[config.mk]
export PLATFORM = sky130hd
export DESIGN_NAME = anpr_regs
export DESIGN_NICKNAME = d
export VERILOG_FILES = /design/src/shared/anpr_pkg.sv /design/src/core/anpr_regs.sv /design/src/core/anpr_sync.sv
export SDC_FILE = /design/constraint.sdc
export NUM_CORES = 1
export LEC_CHECK = 0
export BUFFER_PORTS_ARGS = -buffer_cell sky130_fd_sc_hd__buf_4
export CORE_ASPECT_RATIO = 0.5
export CORE_UTILIZATION = 55
export DETAILED_ROUTE_END_ITERATION = 7
export PLACE_DENSITY = 0.81
export SYNTH_ARGS = -nofsm -noshare
export SYNTH_HDL_FRONTEND = slang
export SYNTH_HIERARCHICAL = 1
export SYNTH_SLANG_ARGS = --single-unit
[constraint.sdc]
create_clock -name clk -period 1.9 [get_ports clk]
set_input_delay 0.19 -clock clk [delete_from_list [all_inputs] [get_ports clk]]
set_output_delay 0.19 -clock clk [all_outputs]
set_load 0.005 [all_outputs]
[src/shared/anpr_pkg.sv]
// Constants for the auto-negotiation next-page register bank
package anpr_pkg;
	localparam int ANPR_AW = 5;
	localparam int ANPR_DW = 16;
	localparam logic [4:0] ANPR_OFF_EXP = 5'h06;
	localparam logic [4:0] ANPR_OFF_NP_TX = 5'h07;
	localparam logic [4:0] ANPR_OFF_NP_RX = 5'h08;
	localparam logic [4:0] ANPR_OFF_DIG = 5'h10;
	localparam logic [4:0] ANPR_OFF_AFE = 5'h11;
	localparam int ANPR_EXP_NP_ABLE = 2;
	localparam int ANPR_EXP_PAGE_RX = 1;
	localparam int ANPR_EXP_LP_AN = 0;
	localparam int ANPR_NP_MORE = 15;
	localparam int ANPR_NP_ACK = 14;
	localparam int ANPR_NP_MSGPG = 13;
	localparam int ANPR_NP_ACK2 = 12;
	localparam int ANPR_NP_TOGGLE = 11;
	localparam int ANPR_MSG_W = 11;
	localparam int ANPR_DIG_PLL_OFF = 4;
	localparam logic ANPR_NP_ABLE_VAL = 1'h1;
	localparam logic ANPR_RST_MORE = 1'h0;
	localparam logic ANPR_RST_MSGPG = 1'h1;
	localparam logic ANPR_RST_ACK2 = 1'h0;
	localparam logic [10:0] ANPR_RST_MSG = 11'h001;
	localparam logic [15:0] ANPR_RST_RX = 16'h0000;
	localparam logic [15:0] ANPR_RST_DIG = 16'h0000;
	localparam logic [15:0] ANPR_RST_AFE = 16'h0000;

	typedef struct packed {
		logic np_more;
		logic np_msgpg;
		logic np_ack2;
		logic np_toggle;
		logic [10:0] np_msg;
		logic [15:0] rx_word;
		logic page_rx;
		logic lp_an_able;
		logic rx_tgl_seen;
		logic [15:0] dig_ctrl;
		logic [15:0] afe_ctrl;
		logic [15:0] rdata;
		logic rvalid;
		logic pll_off;
	} anpr_state_t;
endpackage : anpr_pkg

[src/core/anpr_regs.sv]
// Next-page exchange registers: expansion, local and partner pages, PLL
//
// Functional notes
// - Expansion reports local next-page ability, reads 1
// - Expansion shows partner auto-negotiation ability, reset 0
// - Local next-page flag writable, reset 0
// - Local message-page reset 1, comply flag reset 0
// - Local toggle mirrors last transmitted toggle value
// - Local 11-bit message code writable, reset one
// - Partner page stored read-only, reset zero
// - Partner message-page and ability-to-act in bits 13,12
// - Partner toggle bit reads inverted
// - Control bit lets PLL stop in energy-detect power-down
`timescale 1ns/1ps
`default_nettype none
module anpr_regs
	import anpr_pkg::*;
(
	// Clock and reset
	input wire logic clk,
	input wire logic resetn,
	// Management register port
	input wire logic [ANPR_AW-1:0] reg_addr,
	input wire logic reg_wr,
	input wire logic reg_rd,
	input wire logic [ANPR_DW-1:0] reg_wdata,
	output logic [ANPR_DW-1:0] reg_rdata,
	output logic reg_rvalid,
	// Local transmit side
	input wire logic tx_page_sent,
	input wire logic tx_toggle,
	output logic [ANPR_DW-1:0] np_tx_word,
	// Link partner side, asynchronous
	input wire logic [ANPR_DW-1:0] lp_page_word,
	input wire logic lp_page_toggle,
	input wire logic lp_an_able,
	// Power control
	input wire logic energy_detect_power_down,
	output logic pll_power_off
);
	anpr_state_t st_reg;
	anpr_state_t st_next;
	logic [ANPR_DW-1:0] lp_word_s;
	logic lp_tgl_s;
	logic lp_an_s;
	logic rx_evt;
	logic rd_exp;
	logic pll_want;
	logic [ANPR_DW-1:0] exp_val;
	logic [ANPR_DW-1:0] tx_val;

	// Partner word must be stable before its toggle flips
	anpr_sync #(.W(ANPR_DW + 2)) u_sync (
		.clk(clk),
		.resetn(resetn),
		.d({lp_page_word, lp_page_toggle, lp_an_able}),
		.q({lp_word_s, lp_tgl_s, lp_an_s})
	);

	assign rx_evt = lp_tgl_s ^ st_reg.rx_tgl_seen;
	assign rd_exp = reg_rd && (reg_addr == ANPR_OFF_EXP);
	assign pll_want = st_reg.dig_ctrl[ANPR_DIG_PLL_OFF] &
		energy_detect_power_down;

	always_comb
	begin
		exp_val = '0;
		exp_val[ANPR_EXP_NP_ABLE] = ANPR_NP_ABLE_VAL;
		exp_val[ANPR_EXP_PAGE_RX] = st_reg.page_rx;
		exp_val[ANPR_EXP_LP_AN] = st_reg.lp_an_able;
		tx_val = {st_reg.np_more, 1'h0, st_reg.np_msgpg, st_reg.np_ack2,
			st_reg.np_toggle, st_reg.np_msg};
	end

	always_comb
	begin
		st_next = st_reg;
		st_next.rvalid = reg_rd;
		st_next.lp_an_able = lp_an_s;
		st_next.rx_tgl_seen = lp_tgl_s;
		st_next.pll_off = pll_want;
		if (reg_rd)
		begin
			case (reg_addr)
				ANPR_OFF_EXP: st_next.rdata = exp_val;
				ANPR_OFF_NP_TX: st_next.rdata = tx_val;
				ANPR_OFF_NP_RX: st_next.rdata = st_reg.rx_word;
				ANPR_OFF_DIG: st_next.rdata = st_reg.dig_ctrl;
				ANPR_OFF_AFE: st_next.rdata = st_reg.afe_ctrl;
				default: st_next.rdata = '0;
			endcase
		end
		if (reg_wr)
		begin
			case (reg_addr)
				ANPR_OFF_NP_TX:
				begin
					st_next.np_more = reg_wdata[ANPR_NP_MORE];
					st_next.np_msgpg = reg_wdata[ANPR_NP_MSGPG];
					st_next.np_ack2 = reg_wdata[ANPR_NP_ACK2];
					st_next.np_msg = reg_wdata[ANPR_MSG_W-1:0];
				end
				ANPR_OFF_DIG: st_next.dig_ctrl = reg_wdata;
				ANPR_OFF_AFE: st_next.afe_ctrl = reg_wdata;
				default: st_next.afe_ctrl = st_reg.afe_ctrl;
			endcase
		end
		if (tx_page_sent)
			st_next.np_toggle = tx_toggle;
		// Clear on read first, so a page in the same cycle still sets
		if (rd_exp)
			st_next.page_rx = 1'h0;
		if (rx_evt)
		begin
			st_next.page_rx = 1'h1;
			st_next.rx_word = lp_word_s;
			st_next.rx_word[ANPR_NP_TOGGLE] =
				~lp_word_s[ANPR_NP_TOGGLE];
		end
	end

	always_ff @(posedge clk or negedge resetn)
	begin
		if (!resetn)
		begin
			st_reg.np_more <= ANPR_RST_MORE;
			st_reg.np_msgpg <= ANPR_RST_MSGPG;
			st_reg.np_ack2 <= ANPR_RST_ACK2;
			st_reg.np_toggle <= 1'h0;
			st_reg.np_msg <= ANPR_RST_MSG;
			st_reg.rx_word <= ANPR_RST_RX;
			st_reg.page_rx <= 1'h0;
			st_reg.lp_an_able <= 1'h0;
			st_reg.rx_tgl_seen <= 1'h0;
			st_reg.dig_ctrl <= ANPR_RST_DIG;
			st_reg.afe_ctrl <= ANPR_RST_AFE;
			st_reg.rdata <= 16'h0000;
			st_reg.rvalid <= 1'h0;
			st_reg.pll_off <= 1'h0;
		end
		else
			st_reg <= st_next;
	end

	assign reg_rdata = st_reg.rdata;
	assign reg_rvalid = st_reg.rvalid;
	assign np_tx_word = {st_reg.np_more, 1'h0, st_reg.np_msgpg,
		st_reg.np_ack2, st_reg.np_toggle, st_reg.np_msg};
	assign pll_power_off = st_reg.pll_off;
endmodule : anpr_regs
`default_nettype wire

[src/core/anpr_sync.sv]
// Two-flop synchroniser for signals arriving from the link side
`timescale 1ns/1ps
`default_nettype none
module anpr_sync #(
	parameter int W = 1
) (
	// Clock and reset
	input wire logic clk,
	input wire logic resetn,
	// Data
	input wire logic [W-1:0] d,
	output logic [W-1:0] q
);
	logic [W-1:0] meta_reg;

	always_ff @(posedge clk or negedge resetn)
	begin
		if (!resetn)
		begin
			meta_reg <= '0;
			q <= '0;
		end
		else
		begin
			meta_reg <= d;
			q <= meta_reg;
		end
	end
endmodule : anpr_sync
`default_nettype wire

==> flow_summary.toml <==
[routing]
drc = 0
wl_per_cell_um = 19.82
detail_route.iter0.violations = 257
firstDrtPassIters = 4
vias = 2987
ant_nets = 0
vias_per_cell = 5.562
wirelength_um = 10640

[timing]
tns_ps = 0
post-route-min-period_ps = 1342
final-hold-violation-count = 0
setup_viol_count_final = 0
period_share_pct = 70.62
tightest_slew_ps = 740.4
max_freq_mhz = 745.3
slew_headroom_pct = 50.63
skew_ps = 8.024
rsz0062_at_grt = "false"
drv_slew = 0

[synth]
async_reset_ff_share_pct = 100.0
ys_warn_count = 6
synthCells = 331
synth-edff-count = 0
ys_ff_latch = 120
synthesis.nets = 377
ys_seq_area_share_pct = 63.41
synth_area_leaders = "dfrtp_1 62%, mux2_2 14%, buf_4 5.2%, mux2i_1 3.8%, a221oi_1 2.2%"
netlist.area_leader.share_pct = 62.30
ys.flop_type = "dfrtp_1"
syn-cell-area_sq_mm = 0.004740
synthDistinctLibCells = 30
avgSynthCellArea_sq_um = 14.32
synth_largest_area_cell = "dfrtp_1"

[cells_and_area]
multi_input_area_sq_mm = 0.001421
fin_nets = 458
largest_reg_flops = 49
drive_above_1_share_pct = 43.53
stdcell_count = 537
final_cell_mix = "118 x dfrtp_1, 87 x buf_4, 58 x mux2_2"
area_delta_synth_final_pct = 28.80
num_antenna_cells = 0
fill_cells = 477
mostFrequentLayoutCell = "dfrtp_1"
post-route-util_pct = 74.69
regArea_sq_mm = 0.003005

[placed_design]
gp_congestion = 0.7396
hpwlAfterDp_um = 6025
place_inst = 485
place.port_buffers = 78

[grt]
grt_overflow = 0
grt_pass1_vias = 3243
grt_max_degree = 121
grt_pass1_wl_um = 16870
antenna_found_initial = 0
grt_use_total_pct = 26.13

[min_path]
hold_path.class = "input port to flop"

[cts]
h-tree-depth = 4
numClockSinks = 120
clkLatencyLatePin_ps = 400
clk_pin_slew_worst_paths_ps = 50
cts_tree = "built"
cts_root_buf = "clkbuf_16"
clockBufferDepth = 2
numCtsBuffers = 17

[die]
pin_count = 80
core-area_sq_mm = 0.008173
die_area_sq_mm = 0.009015
start_util_pct = 57.99
die_y_um = 67.64
die_w_um = 133.3
rows = 23

[critical_path]
cp_data_required_time_ps = 2180
critical_path_class = "flop to flop"
worstPathArrival_ps = 1620
cp-end-kind = "flop"
critPathLaunchType = "flop"
crit_fanout = 18

[pwr]
powerDensity_mw_per_mm2 = 1193
vdd_drop_max_uv = 741.0
p_leak_nw = 2.839

[outcome]
outcome = "finished clean"

[flow_run]
maxCapViolations = 0
-- synth_stat cells, types with 3 or more instances --
master,count
mux2i_1,18
nand2_1,3
mux2_2,58
dfrtp_1,118
clkbuf_1,5
nand2b_1,13
buf_2,7
o21ai_1,7
nor2_1,6
o22ai_1,4
a21oi_1,20
a221oi_1,12
o21ai_0,5
mux2_1,4
buf_4,33
-- power breakdown --
part | switching (mW) | internal [mW]
logic | 0.293 | 0.424
registers | 0.184 | 2.86
clock network | 1.05 | 2.46
total | 1.53 | 5.75
-- layer usage --
layer,global-route usage [%],part of all wire [%],vias to the layer above
li1,-,-,1307
met1,31.44,39,1545
met2,44.14,51,117
met3,7.958,8.4,18
met4,12.78,1.7,0
met5,0,0,-
-- cell type report --
class	count	area share, %
Clock buffer	24	8.055
Timing Repair Buffer	108	14.31
Multi-Input combinational cell	163	23.28
Sequential cell	120	49.23
Inverter	2	0.1230
Clock inverter	8	2.705
Tap cell	112	2.296
-- critical path, stage by stage, from the launching register on --
cell and delay [ps]:
dfrtp_1 390, xor2_2 140, buf_4 300, mux2_2 380
-- final timing paths --
check                                    startpoint            endpoint  slack, ps  depth (start not counted)
worst max register to register           st_reg[50]          st_reg[58]        560                          3
max in group asynchronous                    resetn         u_sync/q[9]       1020                          3
worst min register to register  u_sync/meta_reg[12]        u_sync/q[12]        350                          0
worst max-delay path                     st_reg[50]          st_reg[58]        560                          3
min in group asynchronous                    resetn  u_sync/meta_reg[1]        400                          3
worst min-delay path                   reg_wdata[4]       np_tx_word[4]         20                          2
-- stage by stage --
stage,setup WS (ps),power [mW],hold WS [ps],instance area (sq um)
2_1_floorplan,287.9,3.460,-105.6,4740
6_report,558.2,7.281,24.94,6105
4_1_cts,554.9,7.317,17.47,6105
5_1_grt,517.4,7.527,22.43,6105
3_5_place_dp,232.7,3.744,300.3,5248
3_3_place_gp,317.2,3.682,299.2,5248
-- logic make-up (layout without fill, tap and decap cells) --
| kind of cell | count (synthesis) | after routing | synth area share (%) |
|---|---|---|---|
| flip-flops | 120 | 120 | 63.41 |
| XOR/XNOR | 1 | 1 | 0.1848 |
| buffers and inverters | 48 | 142 | 6.758 |
| multiplexers | 80 | 80 | 18.53 |
| AO/OA/AOI/OAI | 50 | 50 | 6.468 |
| AND/OR/NAND/NOR | 31 | 31 | 4.567 |
| other | 1 | 1 | 0.07912 |
-- repair_timing --
| item | CTS | global route |
|---|---|---|
| gates resized for setup | 0 | 0 |
| endpoints found under the hold margin | 137 | 0 |
| hold buffers | 20 | 0 |
| setup buffers | 0 | 0 |
Power figures use the tool's default switching activity.
